### src/verilog/asrc_map.svh
/*
  constant map for the asynchronous static memory host controller.
  assumes a 100 MHz sys_clk; times in ns, counts derived from them.
*/
// Function
// RQ1 - memory holds 8192 bytes addressed by 13 bits on a shared data bus
// RQ2 - memory is static; host may hold any pin state indefinitely
// RQ3 - primary select high puts memory in standby with bus released
// RQ4 - only selected, output-enabled, reading memory drives the data bus
// RQ5 - host keeps write strobe high through every read cycle
// RQ6 - read data valid 35 ns after primary select, 15 ns after secondary
// RQ7 - memory holds old data at least 3 ns after address change
// RQ8 - select and strobe released together leave outputs high-impedance
// RQ9 - write cycle spans address change to address change, at least 35 ns
// RQ10 - host keeps address stable at least 3 ns after write ends
// RQ11 - host must not drive data while memory is in read state
// RQ12 - address and select 30 ns before write end, strobe at least 20 ns
// RQ13 - mode decode: standby, deselect, write, read, else high-impedance
// RQ14 - memory stores bus data present at the end of the write pulse
`ifndef ASRC_MAP_SVH
`define ASRC_MAP_SVH
`define ASRC_CLK_PERIOD_NS   10
`define ASRC_ADDR_W          13
`define ASRC_DATA_W          8
`define ASRC_WORDS           8192
`define ASRC_T_READ_ACC_NS   35
`define ASRC_T_CYCLE_NS      35
`define ASRC_T_WR_PULSE_NS   20
`define ASRC_T_ADDR_WEND_NS  30
`define ASRC_T_WR_RECOV_NS   3
`define ASRC_T_OUT_HOLD_NS   3
`define ASRC_CNT_W           4
`define ASRC_CYC_UP(t) (((t) + `ASRC_CLK_PERIOD_NS - 1) / `ASRC_CLK_PERIOD_NS)
// read: whole cycles that cover the access time; stages added in the logic
`define ASRC_RD_CYC   `ASRC_CYC_UP(`ASRC_T_READ_ACC_NS)
// flip-flops between the data pins and the read sample
`define ASRC_SYNC_STAGES 2
// strobe low long enough for both pulse width and select-to-end
`define ASRC_WP_CYC   `ASRC_CYC_UP(`ASRC_T_ADDR_WEND_NS)
`define ASRC_WR_CYC   `ASRC_CYC_UP(`ASRC_T_WR_RECOV_NS)
`define ASRC_CYC_CYC  `ASRC_CYC_UP(`ASRC_T_CYCLE_NS)
`endif

### src/verilog/asrc_pkg.sv
/*
  types for the asynchronous static memory host controller.
  assumes asrc_map.svh sits on the include path.
*/
`include "asrc_map.svh"
package asrc_pkg;
  typedef enum logic [2:0] {
    ASRC_IDLE,
    ASRC_SETUP,
    ASRC_READ,
    ASRC_WSTROBE,
    ASRC_RECOVER
  } asrc_state_e;
  typedef struct packed {
    logic                      write;
    logic [`ASRC_ADDR_W-1:0]   addr;
    logic [`ASRC_DATA_W-1:0]   wdata;
  } asrc_req_s;
  typedef struct packed {
    logic                      primary_select_n;
    logic                      secondary_select;
    logic                      write_n;
    logic                      output_enable_n;
    logic [`ASRC_ADDR_W-1:0]   addr;
  } asrc_pins_s;
endpackage
### src/verilog/asrc_host.sv
/*
  host controller driving an 8192 x 8 asynchronous static memory.
  assumes one memory on the bus, a 100 MHz sys_clk, and a user that holds
  a request steady while req_valid is high until req_ready.
*/
`timescale 1ns/100ps
`include "asrc_map.svh"
module asrc_host
  import asrc_pkg::*;
#(
  parameter int RD_CYC  = `ASRC_RD_CYC,
  parameter int WP_CYC  = `ASRC_WP_CYC,
  parameter int WR_CYC  = `ASRC_WR_CYC,
  parameter int CYC_CYC = `ASRC_CYC_CYC
) (
  // clock and reset
  input  wire logic                    sys_clk,
  input  wire logic                    rst_n,
  // user request
  input  wire logic                    req_valid,
  input  wire asrc_req_s               req,
  output logic                         req_ready,
  // read answer
  output logic                         rsp_valid,
  output logic [`ASRC_DATA_W-1:0]      rsp_data,
  // memory pins
  output asrc_pins_s                   mem_pins,
  input  wire logic [`ASRC_DATA_W-1:0] mem_data_in,
  output logic [`ASRC_DATA_W-1:0]      mem_data_out,
  output logic                         mem_data_oe
);
  // control group
  asrc_state_e              state_q, state_d;
  logic [`ASRC_CNT_W-1:0]   cnt_q, cnt_d;
  logic [`ASRC_CNT_W-1:0]   span_q, span_d;
  logic                     wr_q, wr_d;
  // pin group
  asrc_pins_s               pins_q, pins_d;
  // write data group
  logic [`ASRC_DATA_W-1:0]  dout_q, dout_d;
  logic                     oe_q, oe_d;
  // answer group
  logic                     ready_q, ready_d;
  logic                     rvalid_q, rvalid_d;
  logic [`ASRC_DATA_W-1:0]  rdata_q, rdata_d;
  // data pin synchroniser
  logic [`ASRC_DATA_W-1:0]  sync1_q, sync2_q;
  // decoded events shared between the groups
  logic                     take;
  logic                     read_done;
  logic                     strobe_done;
  logic                     recover_done;

  // data pins come from outside the clock domain
  always_ff @(posedge sys_clk) begin
    sync1_q <= mem_data_in;
    sync2_q <= sync1_q;
  end

  always_comb begin
    take         = (state_q == ASRC_IDLE) && req_valid && !ready_q;
    // access time plus the synchroniser stages before the sample is trusted
    read_done    = (state_q == ASRC_READ) &&
                   (cnt_q >= 4'(RD_CYC + `ASRC_SYNC_STAGES)); // RQ6
    strobe_done  = (state_q == ASRC_WSTROBE) &&
                   (cnt_q >= 4'(WP_CYC - 1)); // RQ12
    // address held through recovery and a full cycle span
    recover_done = (state_q == ASRC_RECOVER) &&
                   (cnt_q >= 4'(WR_CYC - 1)) &&
                   (span_q >= 4'(CYC_CYC)); // RQ10 RQ9
  end

  // control: sequence, cycle counter, cycle span and transfer kind
  always_comb begin
    state_d = state_q;
    cnt_d   = cnt_q;
    wr_d    = wr_q;
    // span saturates so a long idle gap never wraps under the cycle limit
    span_d  = (span_q == '1) ? span_q : span_q + 4'h1;
    case (state_q)
      ASRC_IDLE: begin
        if (take) begin
          state_d = ASRC_SETUP;
          cnt_d   = 4'h0;
          span_d  = 4'h1; // RQ9
          wr_d    = req.write;
        end
      end
      ASRC_SETUP: begin
        cnt_d = 4'h0;
        if (wr_q) begin
          state_d = ASRC_WSTROBE;
        end else begin
          state_d = ASRC_READ;
        end
      end
      ASRC_READ: begin
        cnt_d = cnt_q + 4'h1;
        if (read_done) begin
          cnt_d   = 4'h0;
          state_d = ASRC_RECOVER;
        end
      end
      ASRC_WSTROBE: begin
        cnt_d = cnt_q + 4'h1;
        if (strobe_done) begin
          cnt_d   = 4'h0;
          state_d = ASRC_RECOVER;
        end
      end
      ASRC_RECOVER: begin
        cnt_d = cnt_q + 4'h1;
        if (recover_done) begin
          state_d = ASRC_IDLE;
        end
      end
      default: begin
        state_d = ASRC_IDLE;
        cnt_d   = 4'h0;
      end
    endcase
  end

  always_ff @(posedge sys_clk) begin
    if (!rst_n) begin
      state_q <= ASRC_IDLE;
      cnt_q   <= 4'h0;
      span_q  <= 4'h0;
      wr_q    <= 1'b0;
    end else begin
      state_q <= state_d;
      cnt_q   <= cnt_d;
      span_q  <= span_d;
      wr_q    <= wr_d;
    end
  end

  // pins: every level changes only on a clock edge, never mid-cycle
  always_comb begin
    pins_d = pins_q;
    case (state_q)
      ASRC_IDLE: begin
        // standby while idle keeps memory in low power, bus released
        pins_d.primary_select_n = 1'b1; // RQ3
        pins_d.write_n          = 1'b1;
        pins_d.output_enable_n  = 1'b1;
        if (take) begin
          // address settles no later than select assertion
          pins_d.addr = req.addr; // RQ6
        end
      end
      ASRC_SETUP: begin
        pins_d.primary_select_n = 1'b0;
        pins_d.secondary_select = 1'b1;
        if (wr_q) begin
          // output enable stays high so memory never drives against us
          pins_d.output_enable_n = 1'b1; // RQ11
          pins_d.write_n         = 1'b0; // RQ12
        end else begin
          // strobe held high for the whole read
          pins_d.write_n         = 1'b1; // RQ5
          pins_d.output_enable_n = 1'b0; // RQ4
        end
      end
      ASRC_READ: begin
        if (read_done) begin
          pins_d.output_enable_n  = 1'b1;
          pins_d.primary_select_n = 1'b1; // RQ3
        end
      end
      ASRC_WSTROBE: begin
        if (strobe_done) begin
          // strobe ends first; select and data follow a cycle later
          pins_d.write_n = 1'b1; // RQ14
        end
      end
      ASRC_RECOVER: begin
        pins_d.primary_select_n = 1'b1;
      end
      default: begin
        pins_d.primary_select_n = 1'b1;
        pins_d.write_n          = 1'b1;
        pins_d.output_enable_n  = 1'b1;
      end
    endcase
  end

  always_ff @(posedge sys_clk) begin
    if (!rst_n) begin
      pins_q <= '{primary_select_n: 1'b1, secondary_select: 1'b0,
                  write_n: 1'b1, output_enable_n: 1'b1, addr: '0};
    end else begin
      pins_q <= pins_d;
    end
  end

  // write data: driven from select low until a cycle after the strobe
  always_comb begin
    dout_d = dout_q;
    oe_d   = oe_q;
    case (state_q)
      ASRC_IDLE: begin
        oe_d = 1'b0;
        if (take && req.write) begin
          dout_d = req.wdata;
        end
      end
      ASRC_SETUP: begin
        if (wr_q) begin
          oe_d = 1'b1; // RQ11
        end
      end
      ASRC_RECOVER: begin
        // data held past the strobe edge so the memory stores it cleanly
        oe_d = 1'b0; // RQ14
      end
      default: begin
        oe_d = oe_q;
      end
    endcase
  end

  always_ff @(posedge sys_clk) begin
    if (!rst_n) begin
      dout_q <= '0;
      oe_q   <= 1'b0;
    end else begin
      dout_q <= dout_d;
      oe_q   <= oe_d;
    end
  end

  // answer: ready on take, read data once it has crossed the synchroniser
  always_comb begin
    ready_d  = take;
    rvalid_d = read_done;
    rdata_d  = rdata_q;
    if (read_done) begin
      rdata_d = sync2_q;
    end
  end

  always_ff @(posedge sys_clk) begin
    if (!rst_n) begin
      ready_q  <= 1'b0;
      rvalid_q <= 1'b0;
      rdata_q  <= '0;
    end else begin
      ready_q  <= ready_d;
      rvalid_q <= rvalid_d;
      rdata_q  <= rdata_d;
    end
  end

  assign req_ready    = ready_q;
  assign rsp_valid    = rvalid_q;
  assign rsp_data     = rdata_q;
  assign mem_pins     = pins_q;
  assign mem_data_out = dout_q;
  assign mem_data_oe  = oe_q;
endmodule

### config.mk
export PLATFORM = sky130hd
export DESIGN_NAME = asrc_host
export DESIGN_NICKNAME = d
export VERILOG_FILES = /design/src/verilog/asrc_pkg.sv /design/src/verilog/asrc_host.sv
export VERILOG_INCLUDE_DIRS = /design/src /design/src/verilog
export SDC_FILE = /design/constraint.sdc
export NUM_CORES = 1
export LEC_CHECK = 0
export BUFFER_PORTS_ARGS = -buffer_cell sky130_fd_sc_hd__buf_2
export CAP_MARGIN = 5
export CORE_MARGIN = 5
export CORE_UTILIZATION = 45
export CTS_BUF_LIST = sky130_fd_sc_hd__clkbuf_4 sky130_fd_sc_hd__clkbuf_8
export CTS_CLUSTER_DIAMETER = 60
export DETAILED_ROUTE_END_ITERATION = 12
export PLACE_DENSITY = 0.7
export REMOVE_ABC_BUFFERS = 1
export SYNTH_ARGS = -nofsm -noshare
export SYNTH_HDL_FRONTEND = slang
export SYNTH_SLANG_ARGS = --single-unit
### constraint.sdc
create_clock -name sys_clk -period 1.8 [get_ports sys_clk]
set_clock_uncertainty 0.15 [all_clocks]
set_input_delay 0.27 -clock sys_clk [delete_from_list [all_inputs] [get_ports sys_clk]]
set_output_delay 0.27 -clock sys_clk [all_outputs]
set_load 0.005 [all_outputs]
### Word-level counts from Yosys, hierarchy flattened

Cells that the tools add are included.

| storage, ports and cells | value |
|---|---|
| bits in registers | 64 |
| output and inout port bits | 36 |

| cells by class | value |
|---|---|
| add/sub/neg operators | 2 |
| order comparisons | 4 |
| eq/ne operators | 10 |
| muxes and demuxes | 21 |
| bitwise logic cells | 3 |
| reduce and logical (&&, ||, !) cells | 20 |

Operators by type and width:

| operator | number |
|---|---|
| two-way mux 4 bit | 6 |
| case mux 4 bit (4 select lines) | 1 |
| case mux 3 bit (5 select lines) | 1 |
| two-way mux 3 bit | 4 |
| AND reduction 2 bit | 6 |
| != test 2 bit, second input constant | 5 |
| case mux 1 bit (3 select lines) | 3 |
| adder 4 x 1 -> 4 bit, second input constant | 2 |
| >= comparator 4 x 3 -> 1 bit, second input constant | 2 |
| logical AND 1 bit | 7 |
| == test 3 x 2 -> 1 bit, second input constant | 2 |
| OR reduction 2 bit | 3 |
| == test 4 bit, second input constant | 1 |
| >= comparator 4 x 1 -> 1 bit, second input constant | 1 |
| >= comparator 4 x 2 -> 1 bit, second input constant | 1 |
| two-way mux 1 bit | 4 |
| AND reduction 4 bit | 1 |
| == test 3 x 1 -> 1 bit, second input constant | 1 |
| == test 3 bit, second input constant | 1 |
| zero test 3 bit | 1 |
| inverter 1 bit | 3 |
| two-way mux 2 bit | 1 |
| case mux 1 bit (2 select lines) | 1 |
| nonzero test 2 bit | 1 |
| zero test 1 bit | 1 |

### Logic depth before layout (Yosys ltp)

Gate-level depths: netlist of run 1.

| depth | value |
|---|---|
| depth in word-level cells | 5 |
| depth in mapped cells | 7 |
| depth with buffers taken out | 6 |

### Worst setup path before layout of run 1

No wires, ideal clock.

| timing | value |
|---|---|
| path type | register to register |
| start point | register cnt_q[0] |
| end point | register rdata_q[0] (netlist: rsp_data[0]) |
| library setup time | 0.128 ns |
| data arrival time | 1.310 ns |
| data required time | 1.522 ns |
| slack | 0.213 ns |
| stages on the path, launching flop included | 8 |
| path buffers | 1 |
| period minus slack after synthesis | 1.587 ns |
| path through | dfxtp_1 inv_1 ha_1 o21a_1 o21ai_1 buf_4 mux2i_1 nor2_1 |

| on the way | value |
|---|---|
| longest elaborated chain between the ends | 2 |

Ends and longest elaborated chain:

| item | line | RTL |
|---|---|---|
| from (decl) | asrc_host.sv:34 | `` logic [`ASRC_CNT_W-1:0] cnt_q, cnt_d; `` |
| from (signal assigned) | asrc_host.sv:132 | `cnt_q <= cnt_d;` |
| >= comparator 4 x 3 -> 1 bit | asrc_host.sv:64 | `` (cnt_q >= 4'(RD_CYC + `ASRC_SYNC_STAGES)); `` |
| logical AND 1 bit | asrc_host.sv:63 | `read_done = (state_q == ASRC_READ) &&` |
| to (signal assigned) | asrc_host.sv:251 | `rdata_q <= rdata_d;` |
| to (decl) | asrc_host.sv:45 | `` logic [`ASRC_DATA_W-1:0] rdata_q, rdata_d; `` |

No other way between the ends.
A chain may end at the register's enable or synchronous reset.

### Worst setup path in the final report of run 1

| timing | value |
|---|---|
| start point | register state_q[2] |
| end point | register cnt_q[3] |

| on the way | value |
|---|---|
| longest elaborated chain between the ends | 4 |
| elaborated cells on any way between the ends | 12 |

Ends and longest elaborated chain:

| item | line | RTL |
|---|---|---|
| from (decl) | asrc_host.sv:33 | `asrc_state_e state_q, state_d;` |
| from (signal assigned) | asrc_host.sv:131 | `state_q <= state_d;` |
| == test 3 x 2 -> 1 bit, or another cell as far along | asrc_host.sv:65, asrc_host.sv:80 |  |
| logical AND 1 bit (on tied branches) | asrc_host.sv:65, asrc_host.sv:61, asrc_host.sv:63 |  |
| two-way mux 4 bit, or another cell as far along | asrc_host.sv:106 | `if (strobe_done) begin` |
| case mux 4 bit (4 select lines) / != test 2 bit (equally long branches) | -- |  |

Parallel ways exist; a longest one is shown, timed or not.

==> results of run 1 <==
[worst min-delay path, stage by stage]
cell and delay (ns):
buf_2 0.09, nand2_1 0.04, a21oi_1 0.05
[cell type report]
class | instances | share of cell area
Clock inverter | 7 | 0.0349
Multi-Input combinational cell | 156 | 0.293
Tap cell | 67 | 0.0282
Inverter | 4 | 0.00504
Clock buffer | 9 | 0.0416
Sequential cell | 64 | 0.430
Timing Repair Buffer | 83 | 0.167
[worst paths after layout]
kind / from / endpoint / slack [ns] / cells past startpoint
min: req[20] / mem_pins[12] / 0.02 / 3
max: state_q[2] / cnt_q[3] / 0.13 / 4
max reg2reg: state_q[2] / cnt_q[3] / 0.13 / 4
min reg2reg: sync1_q[7] / sync2_q[7] / 0.18 / 0
[logic make-up (layout without fill, tap and decap cells)]
group,count (synthesis),count (layout),share of synthesized area
compound gates,46,46,0.123
fa+ha+maj,3,3,0.0168
mux,9,9,0.0404
xor+xnor,5,5,0.0196
flops,64,64,0.574
buf+inv,15,103,0.0353
simple gates,93,93,0.191
[flip-flops by register name (all words and copies together) (netlist names), 3 cells and up]
register	count
state_q	3
sync1_q	8
cnt_q	4
rsp_data	8
sync2_q	8
span_q	4
mem_pins	17
mem_data_out	8
[layer usage]
| metal | vias to the layer above | part of all wire | global-route usage |
|---|---|---|---|
| met5 | - | 0 | 0 |
| met4 | 0 | 0.0051 | 0.0524 |
| met3 | 4 | 0.066 | 0.0650 |
| met2 | 54 | 0.48 | 0.257 |
| met1 | 841 | 0.45 | 0.194 |
| li1 | 965 | - | - |
[metrics by stage]
step | area [µm²] | TNS (ns) | utilization
after detailed placement | 2670 | 0 | 0.562
after floorplan | 2170 | -1.62 | -
after global routing | 2980 | 0 | 0.626
final | 2980 | 0 | 0.626
after global placement | 2670 | 0 | 0.562
after CTS | 2980 | 0 | 0.626
[power by group through the flow]
stage / clock [µW] / sequential, µW / combinational [µW]
floorplan: 0 / 1580 / 178
global placement: 0 / 1580 / 336
detailed placement: 0 / 1580 / 340
CTS: 1400 / 1550 / 355
global route: 1490 / 1560 / 395
finish: 1370 / 1550 / 352
[cell usage in the layout, fill, tap and decap left out, drive strengths merged]
cell type    count
a211o            1
a211oi           1
a21boi           1
a21oi           30
a22oi            1
a311oi           1
a31oi            1
a32oi            1
and2             1
and3             2
buf             75
bufinv           2
clkbuf           9
clkinv           3
dfxtp           64
dlygate4sd3      8
ha               3
inv              6
mux2i            9
nand2           40
nand2b           2
nand3           12
nor2            24
nor2b            2
nor3             5
nor3b            3
nor4             1
o211ai           1
o21a             2
o21ai            3
o22ai            1
o31a             1
o31ai            1
or3              1
xnor2            4
xor2             1
[synth_stat cells (all sizes together) (2+ instances only)]
cell,count
a21oi,30
and3,2
buf,8
clkbuf,3
dfxtp,64
ha,3
inv,4
mux2i,9
nand2,40
nand2b,2
nand3,12
nor2,24
nor2b,2
nor3,5
nor3b,3
o21a,2
o21ai,3
xnor2,4
[repair_timing]
action	in CTS	in global routing
buffers inserted	0	0
endpoints found under the hold margin	8	0
hold buffers	8	0
==> flow_summary.toml, run 1 <==
[floorplan]
die_w_um = 80.4
die_area_um2 = 6470
start_util = 0.469
core_um2 = 4750
io_pins = 69
num_rows = 25
die_y_um = 80.4

[synth]
syn_inst = 235
synth_area_um2 = 2230
async_flop_share = 0
synthFlopType = "dfxtp_1"
netlist.area_leader.share = 0.574
synth_warnings = 0
synth_edf_count = 0
synth_top_area_cell = "dfxtp_1"
synthTopCellsByArea = "dfxtp_1 57%, a21oi_1 6.7%, nand2_1 6.7%"
synthDistinctLibCells = 40
yosysSeqAreaShare = 0.574
synth_seq_cells = 64
syn_area_per_cell_um2 = 9.50

[layout]
final_nets = 354
multi_input_area_um2 = 872
drive_above_1_share = 0.303
antennaDiodeCount = 0
regArea_um2 = 1280
n_fill_cell = 453
layout.cells.non_filler = 390
syn_to_final_growth_pct = 33.4

[sta]
setup_violations = 0
holdWs_ns = 0.0245
rsz0062_at_grt = "false"
maxSlewViolCount = 0
final-hold-violation-count = 0
period_share = 0.928
fin_crit_ns = 1.67
worstMarginPinSlew_ns = 0.442
maxSlewHeadroom = 0.705
fmax_mhz = 599
worst_slack_ns = 0.130

[route]
via_per_inst = 4.78
wl_per_cell_um = 12.2
vias = 1864
initialDrtViolationCount = 69
postRouteAntennaNets = 0
drc = 0
wl_mm = 4.75
drt_first_pass_iters = 4

[clocking]
clockBufferDepth = 2
cts-htree-levels = 3
cts-root-buf = "clkbuf_8"
path_clk_slew_ns = 0.07
cts_sinks = 64
cts_tree = "yes"
cts.repair.resized = 0
numCtsBuffers = 9
clkLatencyLatePin_ns = 0.33

[critical_path]
crit_buf_inv = 0
critPathLaunchType = "flop"
max_stage_delay_ns = 0.60
crit_path_end_kind = "flop"
cp.required_ns = 1.85
critPathMaxFanout = 11
critical_path.slowest_cell = "dfxtp_1"
crit_type = "reg -> reg"
crit_path_cell_trace = "nor2b_1, and3_1, o31ai_2, nor2_1"
cp.arrival_ns = 1.72
critPathTopFamily = "flip-flops"

[global_route]
grt-ovfl-total = 0
grt_pass1_vias = 1797
grt_antenna_before_repair = 0
track_usage = 0.160
grt_pass1_wl_mm = 8.00
grt_max_degree = 23

[pwr]
power.total_uw = 3270
leakage_uw = 0.00139
switching_share = 0.246
p_int_uw = 2460
p_per_area_nw_per_um2 = 1100
power_frac_comb = 0.108
p_clk_frac = 0.419
power_frac_seq = 0.473
ir_drop_v = 0.000663
switching_power_uw = 804

[flow_run]
cap_violations = 0

[placement]
io_buffers = 68
dp.cells = 366
dp_worst_setup_slack_ns = 0.151
gp_congestion = 0.747
detailedPlacementHpwl_mm = 3.30

[worst_hold_path]
hp-class = "in -> reg"

[outcome]
outcome = "complete, no violations"
No activity file was read; power rests on OpenSTA's default activity.
==> run 2, diff against run 1 <==
- ABC_AREA: unset -> 1
- PLACE_DENSITY: 0.7 -> 0.69
==> run 2 against run 1 <==
  * Synthesized cell count rose by 17%
  * Cell count rose by 11%
  * Clock power barely moved
  * Core utilization fell by 1.9 points
  * Routed wire length rose by 6.4%
  * Critical endpoint is now state_q[1]
  * Largest power group unchanged
  * Highest routed layer unchanged
==> flow_summary.toml, run 2 <==
[clocking]
cts_sinks = 64
clockBufferDepth = 2
cts-root-buf = "clkbuf_8"
clkLatencyLatePin_ns = 0.33
path_clk_slew_ns = 0.07
numCtsBuffers = 9
cts-htree-levels = 3
cts_tree = "yes"
cts_setup_buffers = 0

[floorplan]
num_rows = 26
die_w_um = 83.7
core_um2 = 5200
io_pins = 69
start_util = 0.469
die_y_um = 83.7
die_area_um2 = 7000

[synth]
syn_inst = 274
synth_area_um2 = 2440
synth_edf_count = 0
async_flop_share = 0
yosysMostFrequentCell = "dfxtp_1"
synthDistinctLibCells = 33
synth_warnings = 0
synth_seq_cells = 64
syn_area_per_cell_um2 = 8.91
synthFlopType = "dfxtp_1"
synthTopCellsByArea = "dfxtp_1 52%, nor2_1 7.5%, nand2_1 6.6%"
yosys-top-cells-count = "64 x dfxtp_1, 49 x nor2_1, 43 x nand2_1"
synth_top_area_cell = "dfxtp_1"
netlist.area_leader.share = 0.525
yosysSeqAreaShare = 0.525

[pwr]
leakage_uw = 0.00156
p_clk_frac = 0.302
power.total_uw = 4560
p_per_area_nw_per_um2 = 1440
switching_share = 0.352
ir_drop_v = 0.000711
p_int_uw = 2950
power_frac_seq = 0.392
power_frac_comb = 0.306
switching_power_uw = 1600

[layout]
layout.cells.non_filler = 434
antennaDiodeCount = 0
multi_input_area_um2 = 1020
final_common_cell = "buf_2"
final_cell_mix = "68 x buf_2, 64 x dfxtp_1, 49 x nor2_1, 42 x nand2_1, 20 x o21ai_0"
syn_to_final_growth_pct = 29.5
final_nets = 395
drive_above_1_share = 0.357
regArea_um2 = 1280
n_fill_cell = 464
largest_register_ff_count = 17

[global_route]
track_usage = 0.151
grt-ovfl-total = 0
grt_antenna_before_repair = 0
grt_pass1_wl_mm = 8.56
grt_pass1_vias = 1950
grt_max_degree = 27

[critical_path]
crit_type = "reg -> reg"
crit_path_end_kind = "flop"
cp.arrival_ns = 1.64
critPathMaxFanout = 4
cp.required_ns = 1.88
reg2reg_depth = 10
critPathLaunchType = "flop"

[sta]
period_share = 0.868
setup_tns_ns = 0
maxSlewViolCount = 0
setup_violations = 0
worstMarginPinSlew_ns = 0.401
final-hold-violation-count = 0
fin_crit_ns = 1.56
rsz0062_at_grt = "false"
maxSlewHeadroom = 0.731
worst_slack_ns = 0.238
fmax_mhz = 640
holdWs_ns = 0.0180

[placement]
io_buffers = 68
detailedPlacementHpwl_mm = 3.57
dp_worst_setup_slack_ns = 0.188
dp.cells = 409
gp_congestion = 0.858

[route]
postRouteAntennaNets = 0
initialDrtViolationCount = 70
drc = 0
wl_per_cell_um = 11.6
wl_mm = 5.05
vias = 2009
via_per_inst = 4.63
drt_first_pass_iters = 4

[worst_hold_path]
holdPathStages = 3
hp-class = "in -> reg"

[outcome]
outcome = "complete, no violations"

[flow_run]
cap_violations = 0
## run 2: kinds of logic after synthesis
logic type,share of synthesized area
AND/OR/NAND/NOR,0.283
buffers and inverters,0.0584
multiplexers,0.00410
flip-flops,0.525
adder cells (fa/ha/maj),0.0154
AO/OA/AOI/OAI,0.111
XOR/XNOR,0.00359
## run 2: path summary, 6_finish.rpt
path	startpoint	end	slack, ns
worst max-delay path	cnt_q[0]	state_q[1]	0.24
worst min-delay path	req[5]	mem_data_out[5]	0.02
worst max register to register	cnt_q[0]	state_q[1]	0.24
worst min register to register	sync1_q[6]	sync2_q[6]	0.18
## run 2: per-stage QoR
| step | instance area, µm² | utilization |
|---|---|---|
| after floorplan | 2390 | - |
| after global placement | 2840 | 0.546 |
| after detailed placement | 2840 | 0.546 |
| after CTS | 3160 | 0.607 |
| after global routing | 3160 | 0.608 |
| final | 3160 | 0.608 |
## run 2: area by class of cell
type | count | area share
inverters | 23 | 0.0297
repair buffers | 80 | 0.143
well taps | 70 | 0.0277
clock buffers | 9 | 0.0392
clock inverters | 7 | 0.0324
flip-flops and latches | 64 | 0.405
multi-input cells | 181 | 0.323
## run 2: timing repair
| item | in CTS | in global routing |
|---|---|---|
| hold endpoints to repair | 9 | 0 |
| hold buffers | 9 | 0 |
| resized for setup | 0 | 1 |
| endpoints found under the setup margin | 0 | 1 |
## run 2: power by group through the flow
stage / combinational, µW / sequential (µW) / clock [µW]
after floorplan: 998 / 1810 / 0
after global placement: 1380 / 1810 / 0
after detailed placement: 1390 / 1810 / 0
after CTS: 1410 / 1790 / 1410
after global routing: 1580 / 1820 / 1480
final: 1390 / 1790 / 1380
## run 2: routing by layer
layer / up-vias / GRT usage / part of all wire
met5: - / 0 / 0
li1: 1047 / - / -
met4: 0 / 0.0833 / 0.0091
met3: 4 / 0.0405 / 0.066
met1: 905 / 0.174 / 0.43
met2: 53 / 0.251 / 0.49
## run 2: worst max-delay path, stage by stage, from the launching register on
cell,delay [ns]
dfxtp_1,0.38
inv_1,0.07
ha_1,0.19
nor2_1,0.08
nand2_1,0.07
nand2_2,0.14
nand2_2,0.10
nand2_1,0.09
nor2_2,0.05
nor2_1,0.09
nor2_1,0.05
==> run 3, diff against run 2 <==
- REMOVE_ABC_BUFFERS: 1 -> unset
==> run 3 against run 2 <==
  * Global-route usage increased by 0.59 points
  * Largest power group unchanged
  * Flip-flop and latch count stayed put
  * Critical endpoint is now state_q[2]
  * Critical path type unchanged
  * Clock power is essentially flat
  * Largest cell class unchanged
==> flow_summary.toml, run 3 (synthesis gave the netlist of run 2 again) <==
[outcome]
outcome = "complete, no violations"

[sta]
rsz0062_at_grt = "false"
maxSlewViolCount = 0
fmax_mhz = 650
period_share = 0.855
maxSlewHeadroom = 0.731
fin_crit_ns = 1.54
setup_violations = 0
setup_tns_ns = 0
final-hold-violation-count = 0
worstMarginPinSlew_ns = 0.401

[route]
initialDrtViolationCount = 81
drt_first_pass_iters = 4
wl_per_cell_um = 11.6
via_per_inst = 4.59
vias = 2000
drc = 0
wl_mm = 5.04
postRouteAntennaNets = 0

[floorplan]
die_w_um = 83.7
io_pins = 69
start_util = 0.469
die_area_um2 = 7000
die_y_um = 83.7
core_um2 = 5200
num_rows = 26

[critical_path]
cp.required_ns = 1.88
crit_buf_inv = 1
critPathTopFamily = "simple AND/OR/NAND/NOR gates"
critical_path.slowest_cell = "dfxtp_1"
cp.arrival_ns = 1.62
critPathLaunchType = "flop"
max_stage_delay_ns = 0.37
crit_path_end_kind = "flop"
crit_path_cell_trace = "inv_1, ha_1, nor2_1, nand2_1, nand2_2, nand2_2, nand2_1, nor2_2, nor2_1, nor2_1"
worst-path-stages = 10
crit_type = "reg -> reg"
crit_top_cell = "nor2_1"
reg2reg_depth = 10
critPathMaxFanout = 4

[clocking]
cts-htree-levels = 3
cts_sinks = 64
clkLatencyLatePin_ns = 0.33
numCtsBuffers = 9
path_clk_slew_ns = 0.07
cts_setup_buffers = 0
cts-root-buf = "clkbuf_8"
cts_tree = "yes"
clockBufferDepth = 2

[layout]
antennaDiodeCount = 0
final_cell_mix = "68 x buf_2, 64 x dfxtp_1, 49 x nor2_1, 42 x nand2_1, 20 x o21ai_0"
largest_register_ff_count = 17
drive_above_1_share = 0.352
regArea_um2 = 1280
design_area_um2 = 3190
n_fill_cell = 453
final_nets = 398
final_common_cell = "buf_2"
multi_input_area_um2 = 1020
syn_to_final_growth_pct = 30.4

[worst_hold_path]
holdPathStages = 3
hp-class = "in -> reg"

[placement]
io_buffers = 68
detailedPlacementHpwl_mm = 3.40
placed_area_um2 = 2840
gp_congestion = 0.874

[global_route]
grt_pass1_vias = 1973
grt_antenna_before_repair = 0
grt-ovfl-total = 0
grt_pass1_wl_mm = 8.81
grt_max_degree = 18
track_usage = 0.157

[pwr]
p_clk_frac = 0.299
ir_drop_v = 0.000800
p_per_area_nw_per_um2 = 1410
power_frac_seq = 0.395
p_int_uw = 2970
leakage_uw = 0.00157
switching_power_uw = 1540
switching_share = 0.342
power_frac_comb = 0.305

[synth]
syn_nets = 310

[flow_run]
cap_violations = 0
## run 3: cell count changes in the layout (fill, tap and decap cells not counted), sizes merged
cell	delta
dlygate4sd3	+3
clkbuf	+1
inv	-2
## run 3: layout make-up
cell class              instances  area share
flip-flops and latches         64       0.402
repair buffers                 83       0.152
clock inverters                 5      0.0255
clock buffers                  10      0.0432
inverters                      23      0.0295
well taps                      70      0.0275
multi-input cells             181       0.321
## run 3: power by group through the flow
stage | Clock [µW] | Sequential (µW) | Combinational (µW)
floorplan | 0 | 1810 | 1080
global placement | 0 | 1810 | 1350
detailed placement | 0 | 1810 | 1370
CTS | 1390 | 1780 | 1390
global route | 1450 | 1810 | 1570
finish | 1350 | 1780 | 1380
## run 3: final timing paths
kind / startpoint / slack, ns / to
setup / recovery: cnt_q[0] / 0.26 / state_q[2]
hold / removal: req[6] / 0.02 / mem_data_out[6]
setup reg to reg: cnt_q[0] / 0.26 / state_q[2]
hold reg to reg: sync1_q[6] / 0.18 / sync2_q[6]
## run 3: per-layer routing
layer	global-route usage	routed length (µm)
met2	0.257	2410
met5	0	0
met1	0.180	2220
met4	0.0570	49
met3	0.0691	362
## run 3: metrics by stage
step,hold slack [ns],total power [µW],util,setup slack (ns),instances
2_1_floorplan,0.148,2880,-,0.305,274
3_5_place_dp,0.162,3180,0.546,0.197,409
4_1_cts,0.00628,4560,0.612,0.177,436
6_report,0.0170,4510,0.612,0.262,436
3_3_place_gp,0.160,3160,0.546,0.243,409
5_1_grt,0.00285,4830,0.612,0.0654,436
## run 3: tightest hold or removal path, stage by stage
cell    delay [ns]
buf_2         0.08
nor2_1        0.03
nor2_1        0.08
## run 3: what timing repair did
| item | CTS | global route |
|---|---|---|
| endpoints found under the setup margin | 0 | 2 |
| resized for setup | 0 | 1 |
| endpoints found under the hold margin | 12 | 0 |
| hold buffers | 12 | 0 |
